--- config.mk ---
export PLATFORM = sky130hd
export DESIGN_NAME = dmc_clock_ctrl
export DESIGN_NICKNAME = d
export VERILOG_FILES = /design/src/rtl/dmc_pkg.sv /design/src/rtl/dmc_clock_ctrl.sv
export SDC_FILE = /design/constraint.sdc
export NUM_CORES = 1
export LEC_CHECK = 0
export BUFFER_PORTS_ARGS = -buffer_cell sky130_fd_sc_hd__buf_2
export CAP_MARGIN = 5
export CELL_PAD_IN_SITES_DETAIL_PLACEMENT = 0
export CELL_PAD_IN_SITES_GLOBAL_PLACEMENT = 1
export CORE_MARGIN = 1
export CORE_UTILIZATION = 25
export DETAILED_ROUTE_END_ITERATION = 8
export PLACE_DENSITY_LB_ADDON = 0.25
export SLEW_MARGIN = 0
export SYNTH_ARGS = -nofsm -noshare
export SYNTH_HDL_FRONTEND = slang
export SYNTH_SLANG_ARGS = --single-unit
--- constraint.sdc ---
create_clock -name i_mclk -period 3.7 [get_ports i_mclk]
set_input_delay 0.185 -clock i_mclk [delete_from_list [all_inputs] [get_ports i_mclk]]
set_output_delay 0.185 -clock i_mclk [all_outputs]
set_load 0.1 [all_outputs]
--- src/rtl/dmc_pkg.sv ---
// Purpose: constants and types for the mic clock and locked loop config block
// Assumes: registers are 16 bits wide, each on one aligned 32-bit bus word
// Notes:   register byte address is four times the register index
package dmc_pkg;
    // register indices, byte address = index * 4
    localparam logic [3:0]  IDX_CLOCK_CFG  = 4'h7;
    localparam logic [3:0]  IDX_LOOP_CTL1  = 4'h8;
    localparam logic [3:0]  IDX_LOOP_CTL2  = 4'h9;
    localparam logic [3:0]  IDX_LOOP_CTL3  = 4'hA;
    localparam logic [3:0]  IDX_STATUS     = 4'hB;
    localparam logic [3:0]  IDX_PIN_FUNC   = 4'hC;
    // reset values
    localparam logic [15:0] RST_CLOCK_CFG  = 16'h800D;
    localparam logic [15:0] RST_LOOP_CTL1  = 16'h0102;
    localparam logic [15:0] RST_LOOP_CTL2  = 16'h3127;
    localparam logic [15:0] RST_LOOP_CTL3  = 16'h0100;
    localparam logic [15:0] RST_PIN_FUNC   = 16'h0000;
    // field positions
    localparam int          POS_ENABLE     = 0;
    localparam int          POS_FRAC_MODE  = 1;
    localparam int          POS_RATIO_LO   = 2;
    localparam int          POS_RATE_LO    = 5;
    localparam int          POS_OUTDIV_LO  = 8;
    localparam int          POS_PREDIV_LO  = 11;
    localparam int          POS_MULT_LO    = 5;
    localparam int          POS_GAIN_LO    = 0;
    localparam int          POS_SR_LO      = 0;
    localparam int          POS_SYS_RATE   = 15;
    localparam int          POS_DMIC_SEL   = 0;
    localparam int          POS_ST_RUN     = 0;
    localparam int          POS_ST_DMIC    = 1;
    // sample rate codes at or below this use 128fs, above use 64fs
    localparam logic [3:0]  SR_LAST_128FS  = 4'h9;

    // configuration latched at loop enable
    typedef struct packed {
        logic [1:0] prediv;
        logic [2:0] outdiv;
        logic [2:0] rate;
        logic [2:0] ratio;
        logic       frac_mode;
        logic [3:0] gain;
    } dmc_loop_cfg_t;
endpackage : dmc_pkg

--- src/rtl/dmc_clock_ctrl.sv ---
// Purpose: mic clock generator and locked loop configuration with Avalon-MM regs
// Assumes: i_mclk is the reference clock and also the system clock at 256/512 fs
// Notes:   every access takes one wait state; unmapped reads give zero
`timescale 1ns/100ps
module dmc_clock_ctrl
    import dmc_pkg::*;
(
    input  wire logic          i_mclk,
    input  wire logic          i_rst_n,
    input  wire logic          i_clk_en,
    input  wire logic [5:0]    i_avs_address,
    input  wire logic          i_avs_read,
    input  wire logic          i_avs_write,
    input  wire logic [31:0]   i_avs_writedata,
    input  wire logic [3:0]    i_avs_byteenable,
    output logic      [31:0]   o_avs_readdata,
    output logic               o_avs_waitrequest,
    output logic               o_digital_mic_clock_out,
    output logic               o_loop_run,
    output logic               o_loop_clk,
    output logic               o_loop_ref_tick,
    output logic               o_loop_ctrl_tick,
    output logic      [25:0]   o_loop_mult,
    output logic      [29:0]   o_loop_vco_mult,
    output dmc_loop_cfg_t      o_loop_cfg
);
    typedef struct packed {
        logic          ack;
        logic [15:0]   rdata;
        logic [15:0]   clock_cfg;
        logic [15:0]   ctl1;
        logic [15:0]   ctl2;
        logic [15:0]   ctl3;
        logic [15:0]   pin_func;
        logic          run;
        dmc_loop_cfg_t snap;
        logic [25:0]   mult;
        logic [29:0]   vco_mult;
        logic [2:0]    ref_cnt;
        logic          ref_tick;
        logic [2:0]    ctl_cnt;
        logic          ctl_tick;
        logic [4:0]    out_cnt;
        logic          loop_clk;
        logic [1:0]    dmic_cnt;
        logic          dmic_clk;
    } dmc_state_t;

    dmc_state_t st;
    dmc_state_t next_st;

    // byte-lane merge for a 16-bit register in the low two lanes
    function automatic logic [15:0] merge16(input logic [15:0] old_v,
                                            input logic [31:0] wd,
                                            input logic [3:0]  be);
        merge16 = {be[1] ? wd[15:8] : old_v[15:8], be[0] ? wd[7:0] : old_v[7:0]};
    endfunction : merge16

    // half period of the loop output clock in mclk cycles
    function automatic logic [4:0] out_half(input logic [2:0] code);
        unique case (code)
            3'h0: out_half = 5'h01;
            3'h1: out_half = 5'h02;
            3'h2: out_half = 5'h04;
            3'h3: out_half = 5'h08;
            3'h4: out_half = 5'h10;
            3'h5: out_half = 5'h00; // 32 wraps the 5-bit count to zero
            3'h6: out_half = 5'h03;
            3'h7: out_half = 5'h06;
        endcase
    endfunction : out_half

    // ratio code to shift amount, 1XX saturates at 16
    function automatic logic [2:0] ratio_shift(input logic [2:0] code);
        ratio_shift = code[2] ? 3'h4 : {1'b0, code[1:0]};
    endfunction : ratio_shift

    logic [3:0]  idx;
    logic        req;
    logic [1:0]  dmic_half;
    logic [25:0] mult_now;
    logic        dmic_sel;

    assign idx      = i_avs_address[5:2];
    assign req      = i_avs_read | i_avs_write;
    assign dmic_sel = st.pin_func[POS_DMIC_SEL];
    // mic clock divide from system clock ratio and rate band
    always_comb begin
        unique case ({st.clock_cfg[POS_SYS_RATE],
                      st.clock_cfg[POS_SR_LO +: 4] <= SR_LAST_128FS})
            2'b11:   dmic_half = 2'h2;
            2'b10:   dmic_half = 2'h0; // four cycles wraps to zero
            2'b01:   dmic_half = 2'h1;
            default: dmic_half = 2'h2;
        endcase
    end
    // N.K as unsigned 10.16 fixed point, fraction masked in integer mode
    assign mult_now = {st.ctl3[POS_MULT_LO +: 10],
                       st.ctl1[POS_FRAC_MODE] ? st.ctl2 : 16'h0000};

    // next-state logic for bus, registers, loop and mic clock
    always_comb begin
        next_st     = st;
        next_st.ack = 1'b0;
        // one wait state per access; ack lowers waitrequest for one cycle
        if (req && !st.ack) begin
            next_st.ack = 1'b1;
            unique case (idx)
                IDX_CLOCK_CFG: next_st.rdata = st.clock_cfg;
                IDX_LOOP_CTL1: next_st.rdata = st.ctl1;
                IDX_LOOP_CTL2: next_st.rdata = st.ctl2;
                IDX_LOOP_CTL3: next_st.rdata = st.ctl3;
                IDX_STATUS:    next_st.rdata = {14'h0000, st.dmic_clk, st.run};
                IDX_PIN_FUNC:  next_st.rdata = st.pin_func;
                default:       next_st.rdata = 16'h0000;
            endcase
        end
        if (i_avs_write && st.ack) begin
            unique case (idx)
                IDX_CLOCK_CFG: next_st.clock_cfg =
                    merge16(st.clock_cfg, i_avs_writedata, i_avs_byteenable) & 16'h800F;
                IDX_LOOP_CTL1: next_st.ctl1 =
                    merge16(st.ctl1, i_avs_writedata, i_avs_byteenable) & 16'h1FFF;
                IDX_LOOP_CTL2: next_st.ctl2 =
                    merge16(st.ctl2, i_avs_writedata, i_avs_byteenable);
                IDX_LOOP_CTL3: next_st.ctl3 =
                    merge16(st.ctl3, i_avs_writedata, i_avs_byteenable) & 16'h7FEF;
                IDX_PIN_FUNC:  next_st.pin_func =
                    merge16(st.pin_func, i_avs_writedata, i_avs_byteenable) & 16'h0001;
                default: ;
            endcase
        end
        // loop: config latched on enable so live writes cannot glitch
        if (!st.ctl1[POS_ENABLE]) begin
            next_st.run      = 1'b0;
            next_st.ref_cnt  = 3'h0;
            next_st.ref_tick = 1'b0;
            next_st.ctl_cnt  = 3'h0;
            next_st.ctl_tick = 1'b0;
            next_st.out_cnt  = 5'h00;
            next_st.loop_clk = 1'b0;
        end else if (!st.run) begin
            next_st.run            = 1'b1;
            next_st.snap.prediv    = st.ctl1[POS_PREDIV_LO +: 2];
            next_st.snap.outdiv    = st.ctl1[POS_OUTDIV_LO +: 3];
            next_st.snap.rate      = st.ctl1[POS_RATE_LO +: 3];
            next_st.snap.ratio     = st.ctl1[POS_RATIO_LO +: 3];
            next_st.snap.frac_mode = st.ctl1[POS_FRAC_MODE];
            next_st.snap.gain      = st.ctl3[POS_GAIN_LO +: 4];
            next_st.mult           = mult_now;
            next_st.vco_mult       = {4'h0, mult_now} <<
                                     ratio_shift(st.ctl1[POS_RATIO_LO +: 3]);
        end else begin
            // reference is mclk divided by 1,2,4,8
            next_st.ref_tick = (st.ref_cnt == ((3'h1 << st.snap.prediv) - 3'h1));
            next_st.ref_cnt  = next_st.ref_tick ? 3'h0 : st.ref_cnt + 3'h1;
            // control block rate, code 0 ticks every cycle
            next_st.ctl_tick = (st.ctl_cnt == st.snap.rate);
            next_st.ctl_cnt  = next_st.ctl_tick ? 3'h0 : st.ctl_cnt + 3'h1;
            // output clock stand-in, mclk over the output divider
            if (st.out_cnt == out_half(st.snap.outdiv) - 5'h01) begin
                next_st.out_cnt  = 5'h00;
                next_st.loop_clk = !st.loop_clk;
            end else begin
                next_st.out_cnt  = st.out_cnt + 5'h01;
            end
        end
        // mic clock free-runs only while the pin has that function
        if (!dmic_sel) begin
            next_st.dmic_cnt = 2'h0;
            next_st.dmic_clk = 1'b0;
        end else if (st.dmic_cnt == dmic_half - 2'h1) begin
            next_st.dmic_cnt = 2'h0;
            next_st.dmic_clk = !st.dmic_clk;
        end else begin
            next_st.dmic_cnt = st.dmic_cnt + 2'h1;
        end
    end

    // single state register; clock enable freezes everything
    always_ff @(posedge i_mclk or negedge i_rst_n) begin
        if (!i_rst_n) begin
            st           <= '0;
            st.clock_cfg <= RST_CLOCK_CFG;
            st.ctl1      <= RST_LOOP_CTL1;
            st.ctl2      <= RST_LOOP_CTL2;
            st.ctl3      <= RST_LOOP_CTL3;
            st.pin_func  <= RST_PIN_FUNC;
        end else if (i_clk_en) begin
            st <= next_st;
        end
    end

    // outputs straight from state flops, except waitrequest, which also decodes the live request
    assign o_avs_waitrequest       = req & ~st.ack;
    assign o_avs_readdata          = {16'h0000, st.rdata};
    assign o_digital_mic_clock_out = st.dmic_clk;
    assign o_loop_run              = st.run;
    assign o_loop_clk              = st.loop_clk;
    assign o_loop_ref_tick         = st.ref_tick;
    assign o_loop_ctrl_tick        = st.ctl_tick;
    assign o_loop_mult             = st.mult;
    assign o_loop_vco_mult         = st.vco_mult;
    assign o_loop_cfg              = st.snap;
endmodule : dmc_clock_ctrl

Word-level counts from Yosys, hierarchy flattened
Memory sizes are Yosys's and may differ from the RTL's.
Index checks and enable logic that the tools add are counted.
{"block": "word_totals", "n_memories": 1, "reg_bits": 156, "word_cells": 94, "mem_bits_ro": 40, "inputBits": 47}
{"block": "op_classes", "shifts": 2, "mux": 17, "order_cmp": 1, "add_sub_neg": 7, "n_reduce_logical": 19, "n_bitwise": 4, "eq_ne": 15}
{"memory": "(name not given)", "depth": 8, "width": 5, "rd": 1, "rd_clocked_by_memory_dff": 0, "wr": 0, "line_no": "dmc_clock_ctrl.sv:61", "text": "unique case (code)"}
{"operator": "$pmux 16 s6", "n": 1}
{"operator": "$reduce_and 4->1", "n": 9}
{"operator": "$shl 26x3->30", "n": 1}
{"operator": "$mux 14", "n": 2}
{"operator": "$eq 4x4->1 const B", "n": 5}
{"operator": "$mux 17", "n": 1}
{"operator": "$mux 16", "n": 1}
{"operator": "$mux 5", "n": 3}
{"operator": "$mux 3", "n": 4}
{"operator": "$add 3x1->3 const B", "n": 2}
{"operator": "$eq 3x3->1", "n": 2}
{"operator": "$reduce_and 2->1", "n": 3}
{"operator": "$reduce_and 3->1", "n": 2}
{"operator": "$add 5x1->5 const B", "n": 1}
{"operator": "$eq 5x5->1", "n": 1}
{"operator": "$sub 5x1->5 const B", "n": 1}
{"operator": "$eq 4x3->1 const B", "n": 1}
{"operator": "$le 4x4->1 const B", "n": 1}
{"operator": "$ne 2x1->1 const B", "n": 2}
{"operator": "$pmux 2 s2", "n": 1}
{"operator": "$logic_not 1->1", "n": 3}
{"operator": "$mux 1", "n": 3}
{"operator": "$shl 1x2->3 const A", "n": 1}
{"operator": "$sub 3x1->3 const B", "n": 1}
{"operator": "other kinds (11)", "n": 13}

Longest topological paths before layout
Gate-level depths: netlist of run 1.
An unclocked memory read counts as a cell.
{"block": "depth", "word_depth": 8, "mapped_depth": 8}

Least setup slack after synthesis of run 1
No wires, ideal clock.
{"block": "synth_path", "path_kind": "reg-to-reg", "startpoint": "reg st[186] (netlist bit)", "endpoint": "reg st (netlist bit o_avs_readdata[10])", "t_arrival_ps": 2657, "setup_time_ps": 134, "required_time_ps": 3566, "path_buffers": 1, "synth_period_minus_slack_ps": 2790, "path_stages_with_launch": 6, "setup_slack_ps": 910, "path_cell_list": "dfrtp_1 -> nor2_1 -> nand2_1 -> clkbuf_1 -> nand2_1 -> o21ai_0"}
{"block": "synth_between", "elab_chain_len": 3}
{"element": "start, declared", "line_no": "dmc_clock_ctrl.sv:49", "text": "dmc_state_t st;"}
{"element": "start signal, assigned", "line_no": "dmc_clock_ctrl.sv:190", "text": "st <= next_st;"}
{"element": "$logic_not 1->1", "line_no": "dmc_clock_ctrl.sv:106", "text": "if (req && !st.ack) begin"}
{"element": "$logic_and 1x1->1", "line_no": "dmc_clock_ctrl.sv:106"}
{"element": "$reduce_and 2->1 (no line)"}
No other way between the ends.
A chain may end at the register's enable or synchronous reset.

Worst setup path in the final report of run 1
{"block": "layout_path", "startpoint": "reg st[140] (netlist bit)", "endpoint": "reg st (netlist bit o_loop_vco_mult[17])"}
{"block": "layout_between", "elab_chain_len": 2}
{"element": "$mux 3", "line_no": "dmc_clock_ctrl.sv:75", "text": "ratio_shift = code[2] ? 3'h4 : {1'b0, code[1:0]};"}
{"element": "$shl 26x3->30", "line_no": "dmc_clock_ctrl.sv:151", "text": "next_st.vco_mult = {4'h0, mult_now} <<"}
No other way between the ends.

==> results of run 1 <==
## flip-flops by register name, summed over array words and instances (netlist names)
| name | cells |
|---|---|
| o_loop_vco_mult | 30 |
| dmic_sel | 1 |
| o_loop_ctrl_tick | 1 |
| o_loop_ref_tick | 1 |
| o_loop_cfg | 16 |
| o_loop_mult | 26 |
| o_avs_readdata | 16 |
| st | 52 |
| o_loop_run | 1 |
| mult_now | 10 |
| o_loop_clk | 1 |
| o_digital_mic_clock_out | 1 |
## area by class of cell
class / instances / share of cell area, %
Antenna cell: 2 / 0.0537
Clock buffer: 18 / 4.60
Clock inverter: 14 / 2.32
Inverter: 15 / 0.604
Multi-Input combinational cell: 547 / 36.7
Sequential cell: 156 / 42.1
Tap cell: 442 / 5.93
Timing Repair Buffer: 134 / 7.72
## routing by layer
layer	share of wire [%]	up-vias	GRT usage (%)
met3	3.7	23	2.83
met1	50	2965	21.2
li1	-	2880	-
met5	0.11	-	0
met2	45	129	22.3
met4	1.4	6	4.30
## worst reg2reg max path, cell delays in order, from the launching register on
cell	delay, ns
dfrtp_1	0.63
nor2b_4	0.70
nand2_1	0.11
a21boi_0	0.33
a222oi_1	0.24
o21ai_0	0.20
## worst paths after layout
path	from	endpoint	slack, ns	cells after the start
setup / recovery	st[140]	o_loop_vco_mult[17]	1.41	5
hold / removal	i_avs_writedata[1]	st[107]	0.02	2
setup reg to reg	st[140]	o_loop_vco_mult[17]	1.41	5
hold reg to reg	o_loop_cfg[4]	o_loop_cfg[4]	0.47	2
max in group asynchronous	i_rst_n	st[139]	2.38	3
min in group asynchronous	i_rst_n	o_loop_ref_tick	0.36	2
## logic make-up after synthesis
group           after synthesis  synth area share, %
simple gates                262                 14.3
flops                       156                 46.8
other cells                   1               0.0448
buf+inv                     167                 13.0
compound gates              172                 13.4
fa+ha+maj                     3                0.448
xor+xnor                      9                0.941
mux                          85                 11.0
## power by group through the flow
stage               Clock (uW)  Sequential, uW  Combinational [uW]
CTS                       2010            2170                2170
detailed placement           0            2200                2160
global route              2080            2190                2260
floorplan                    0            2110                2100
finish                    1960            2160                2150
global placement             0            2200                2160
## stage by stage
step           instance area (um2)  setup slack, ns
6_report                      9320             1.41
5_1_grt                       9320             1.23
4_1_cts                       9320             1.43
3_5_place_dp                  8640             1.40
3_3_place_gp                  8640             1.44
2_1_floorplan                 8430            0.910
## cell usage after synthesis, types with 12 or more instances
cell / count
nor2_1: 19
mux2i_1: 32
dfrtp_1: 142
dfstp_2: 14
buf_2: 17
a21oi_1: 19
a222oi_1: 12
o21ai_0: 76
nand2_1: 186
clkbuf_1: 20
mux2_2: 48
buf_4: 108
==> results_dict.tcl, run 1 <==
set metrics [dict create \
    rows 66 \
    totalWireLength_um 24500 \
    multiInputGateArea_um2 3420 \
    worstPathRequired_ns 4.04 \
    hold_class "in2reg" \
    drc_errors 0 \
    grt_pass1_vias 5884 \
    htree_levels 4 \
    ctsResizeCount 0 \
    netlist_instances 855 \
    path_class "reg2reg" \
    initial_core_util_pct 25.5 \
    postLayoutCoreUtil_pct 28.4 \
    fin_cells 1328 \
    drt_iter0_drc 416 \
    yosysWarnings 0 \
    synth.distinct_cells 64 \
    die_x_um 185 \
    max_slew.worst_pin.slew_ns 0.853 \
    setup-tns-final_ns 0 \
    viasPerCell 4.52 \
    post-route-min-period_ns 2.29 \
    cp.arrival_ns 2.64 \
    slowest_delay_ns 0.70 \
    whs_ns 0.0215 \
    synth_area_per_cell_um2 9.80 \
    ys_seq_elements 156 \
    crit_fanout 21 \
    p_leak_uw 0.00425 \
    combPwrFrac_pct 34.3 \
    root_buffer "clkbuf_16" \
    clk_pin_slew_ns 0.07 \
    drive_above_1_share_pct 27.4 \
    syn_area_um2 8380 \
    routed-via-count 6003 \
    fillers 3529 \
    cts.hold.buffers_added 3 \
    die_h_um 185 \
    period_share_pct 62.0 \
    path_buf_inv 0 \
    start_kind "flop" \
    place_congestion 0.761 \
    cts_buffers 17 \
    p_switching_uw 2800 \
    core_um2 32800 \
    seq_area_um2 3920 \
    synth_edf_count 0 \
    fp.dieArea_um2 34200 \
    grt_pass1_wl_um 37500 \
    cts_tree "done" \
    clock_latency_ns 0.43 \
    hpwl_um 17500 \
    outcome "finished, final reports clean" \
    io_pins 157 \
    synth_seq_area_share_pct 46.8 \
    fin_skew_ns 0.00870 \
    final_max_slew_viol_count 0 \
    layout_common_cells "186 x nand2_1, 142 x dfrtp_1, 119 x buf_2, 76 x o21ai_0, 48 x mux2_2" \
    synth_top_area_cell "dfrtp_1" \
    setup_violations 0 \
    ys.flop_type "dfrtp_1" \
    final_common_cell "nand2_1" \
    final-hold-violation-count 0 \
    worstSetupEndpointType "flop" \
    antenna_found_initial 5 \
    post_cts_buffers 0 \
    p_int_uw 3470 \
    grt_usage_pct 14.8 \
    synth_top_area_share_pct 42.4 \
    slowest_stage "nor2b_4" \
    nNetsFinal 921 \
    crit_chain "nor2b_4 > nand2_1 > a21boi_0 > a222oi_1 > o21ai_0" \
    dp_cells 1291 \
    critical-path-top-delay-family "simple AND/OR/NAND/NOR gates" \
    firstDrtPassIters 5 \
    power_density_nw_per_um2 673 \
    pwr-share-clk_pct 31.3 \
    grt_overflow 0 \
    ant_nets 0 \
    fmax_mhz 436 \
    portBuffers 120 \
    grt_max_degree 76 \
    syn2layout_area_growth_pct 11.3 \
    sequentialPowerShare_pct 34.4 \
    clockBufferDepth 2 \
    cts_sinks 156 \
    maxCapViolCount 0 \
    p_total_uw 6280 \
    rsz0062_at_grt "false" \
    max_slew_margin_pct 43.0 \
    ys_top_cells_by_area "dfrtp_1 42%, buf_4 9.7%, nand2_1 8.3%" \
    ir_drop_mv 0.593 \
    synthArstFlopShare_pct 100 \
    netSwitchingFraction_pct 44.7 \
    wl_per_cell_um 18.4 \
]
Power figures use the tool's default switching activity.
==> inputs of run 2 (changes only) <==
==> constraint.sdc (replaced) <==
create_clock -name i_mclk -period 2.18 [get_ports i_mclk]
set_input_delay 0.109 -clock i_mclk [delete_from_list [all_inputs] [get_ports i_mclk]]
set_output_delay 0.109 -clock i_mclk [all_outputs]
set_load 0.1 [all_outputs]
==> results_dict.tcl, run 2 (synthesis results as in run 1) <==
set metrics [dict create \
    antenna_found_initial 1 \
    dp_cells 1318 \
    reg2regPathDepth 5 \
    clock_latency_ns 0.44 \
    min_from "i_clk_en" \
    start_kind "flop" \
    crit-reg2reg-capture "o_digital_mic_clock_out" \
    p_leak_uw 0.00440 \
    maxCapViolCount 0 \
    initial_core_util_pct 25.5 \
    layout_common_cells "186 x nand2_1, 142 x dfrtp_1, 119 x buf_2, 76 x o21ai_0, 48 x mux2_2" \
    postLayoutCoreUtil_pct 29.3 \
    fmax_mhz 538 \
    setup-tns-final_ns 0 \
    grt_pass1_vias 6164 \
    final_cell_area_um2 9620 \
    outcome "finished, final reports clean" \
    nNetsFinal 962 \
    firstDrtPassIters 9 \
    portBuffers 120 \
    post-route-min-period_ns 1.86 \
    max_slew_margin_pct 65.1 \
    slowest_stage "dfstp_2" \
    cts_sinks 156 \
    rsz0062_at_grt "false" \
    die_h_um 185 \
    period_share_pct 85.2 \
    grt_overflow 0 \
    drc_errors 0 \
    drive_above_1_share_pct 29.0 \
    regToRegStartpoint "st[157]" \
    slowest_delay_ns 0.55 \
    wl_per_cell_um 18.4 \
    setup_violations 0 \
    path_class "reg2reg" \
    worstSetupEndpointType "flop" \
    rows 66 \
    hpwl_um 18500 \
    worstPathRequired_ns 2.51 \
    final-hold-violation-count 0 \
    cp.arrival_ns 2.19 \
    cts_buffers 17 \
    core_um2 32800 \
    final_max_slew_viol_count 0 \
    largest_register_ffs 52 \
    crit_chain "o21ai_1 > o311ai_1 > a21oi_1 > a311oi_1 > mux2_2" \
    drt_iter0_drc 389 \
    cts_tree "done" \
    min_path_cells 2 \
    grt_pass1_wl_um 39200 \
    syn2layout_area_growth_pct 14.9 \
    viasPerCell 4.53 \
    final_common_cell "nand2_1" \
    placed_area_um2 8880 \
    root_buffer "clkbuf_16" \
    fp.dieArea_um2 34200 \
    htree_levels 4 \
    max_slew.worst_pin.slew_ns 0.521 \
    fin_cells 1368 \
    grt_usage_pct 15.4 \
    crit_fanout 3 \
    hold_path_end "st[1]" \
    power_density_nw_per_um2 1070 \
    die_x_um 185 \
    hold_class "in2reg" \
    ir_drop_mv 0.743 \
    ctsResizeCount 0 \
    fin_skew_ns 0.0174 \
    clk_pin_slew_ns 0.07 \
    clockBufferDepth 2 \
    ant_nets 0 \
    totalWireLength_um 25100 \
    top_register "st" \
    grt_max_degree 49 \
    place_congestion 0.781 \
    io_pins 157 \
    r2r_slack_ns 0.32 \
    routed-via-count 6199 \
]
run 2: where the power goes:
group / internal, uW / leakage, uW / switching [uW]
sequential: 3300 / 0.00205 / 359
combinational: 605 / 0.00210 / 3130
clock: 1680 / 0.000254 / 1240
run 2: final cells by class:
class	instances	area, um2
clock buffer	20	437
multi-input combinational	547	3420
timing repair buffer	175	1100
tap	442	553
sequential	156	3920
clock inverter	12	128
inverter	15	56.3
antenna	1	2.50
fill	3489	23200
run 2: worst max path at each step:
stage               startpoint                      end  slack (ns)
floorplan              st[186]       o_avs_readdata[10]       0.005
global placement       st[157]  o_digital_mic_clock_out        0.34
detailed placement     st[157]  o_digital_mic_clock_out        0.34
CTS                    st[157]  o_digital_mic_clock_out        0.33
global route           st[142]       o_loop_vco_mult[3]        0.08
finish                 st[157]  o_digital_mic_clock_out        0.32
run 2: stage by stage:
stage               power (uW)  setup WS, ns  hold WS (ns)
global route             10800        0.0761         0.111
detailed placement        7460         0.343         0.102
global placement          7440         0.340        0.0984
finish                   10300         0.322        0.0809
floorplan                 7150       0.00545        -0.187
CTS                      10400         0.333        0.0584
run 2: what timing repair did:
item,4_1_cts,5_1_grt
hold buffers,17,0
buffers inserted,0,0
hold endpoints to repair,88,0
run 2: routing by layer:
| layer | GRT usage (%) | wire length (um) | vias to the layer above |
|---|---|---|---|
| met4 | 4.73 | 315 | 0 |
| met5 | 0 | 0 | - |
| met3 | 2.67 | 915 | 21 |
| met2 | 23.6 | 11400 | 132 |
| met1 | 21.9 | 12500 | 3090 |
| li1 | - | - | 2956 |
run 2: critical path: cells and delay by family, from the launching register on:
kind,cells,cell delay (ns)
AO/OA/AOI/OAI,4,0.83
multiplexers,1,0.38
flip-flops,1,0.55
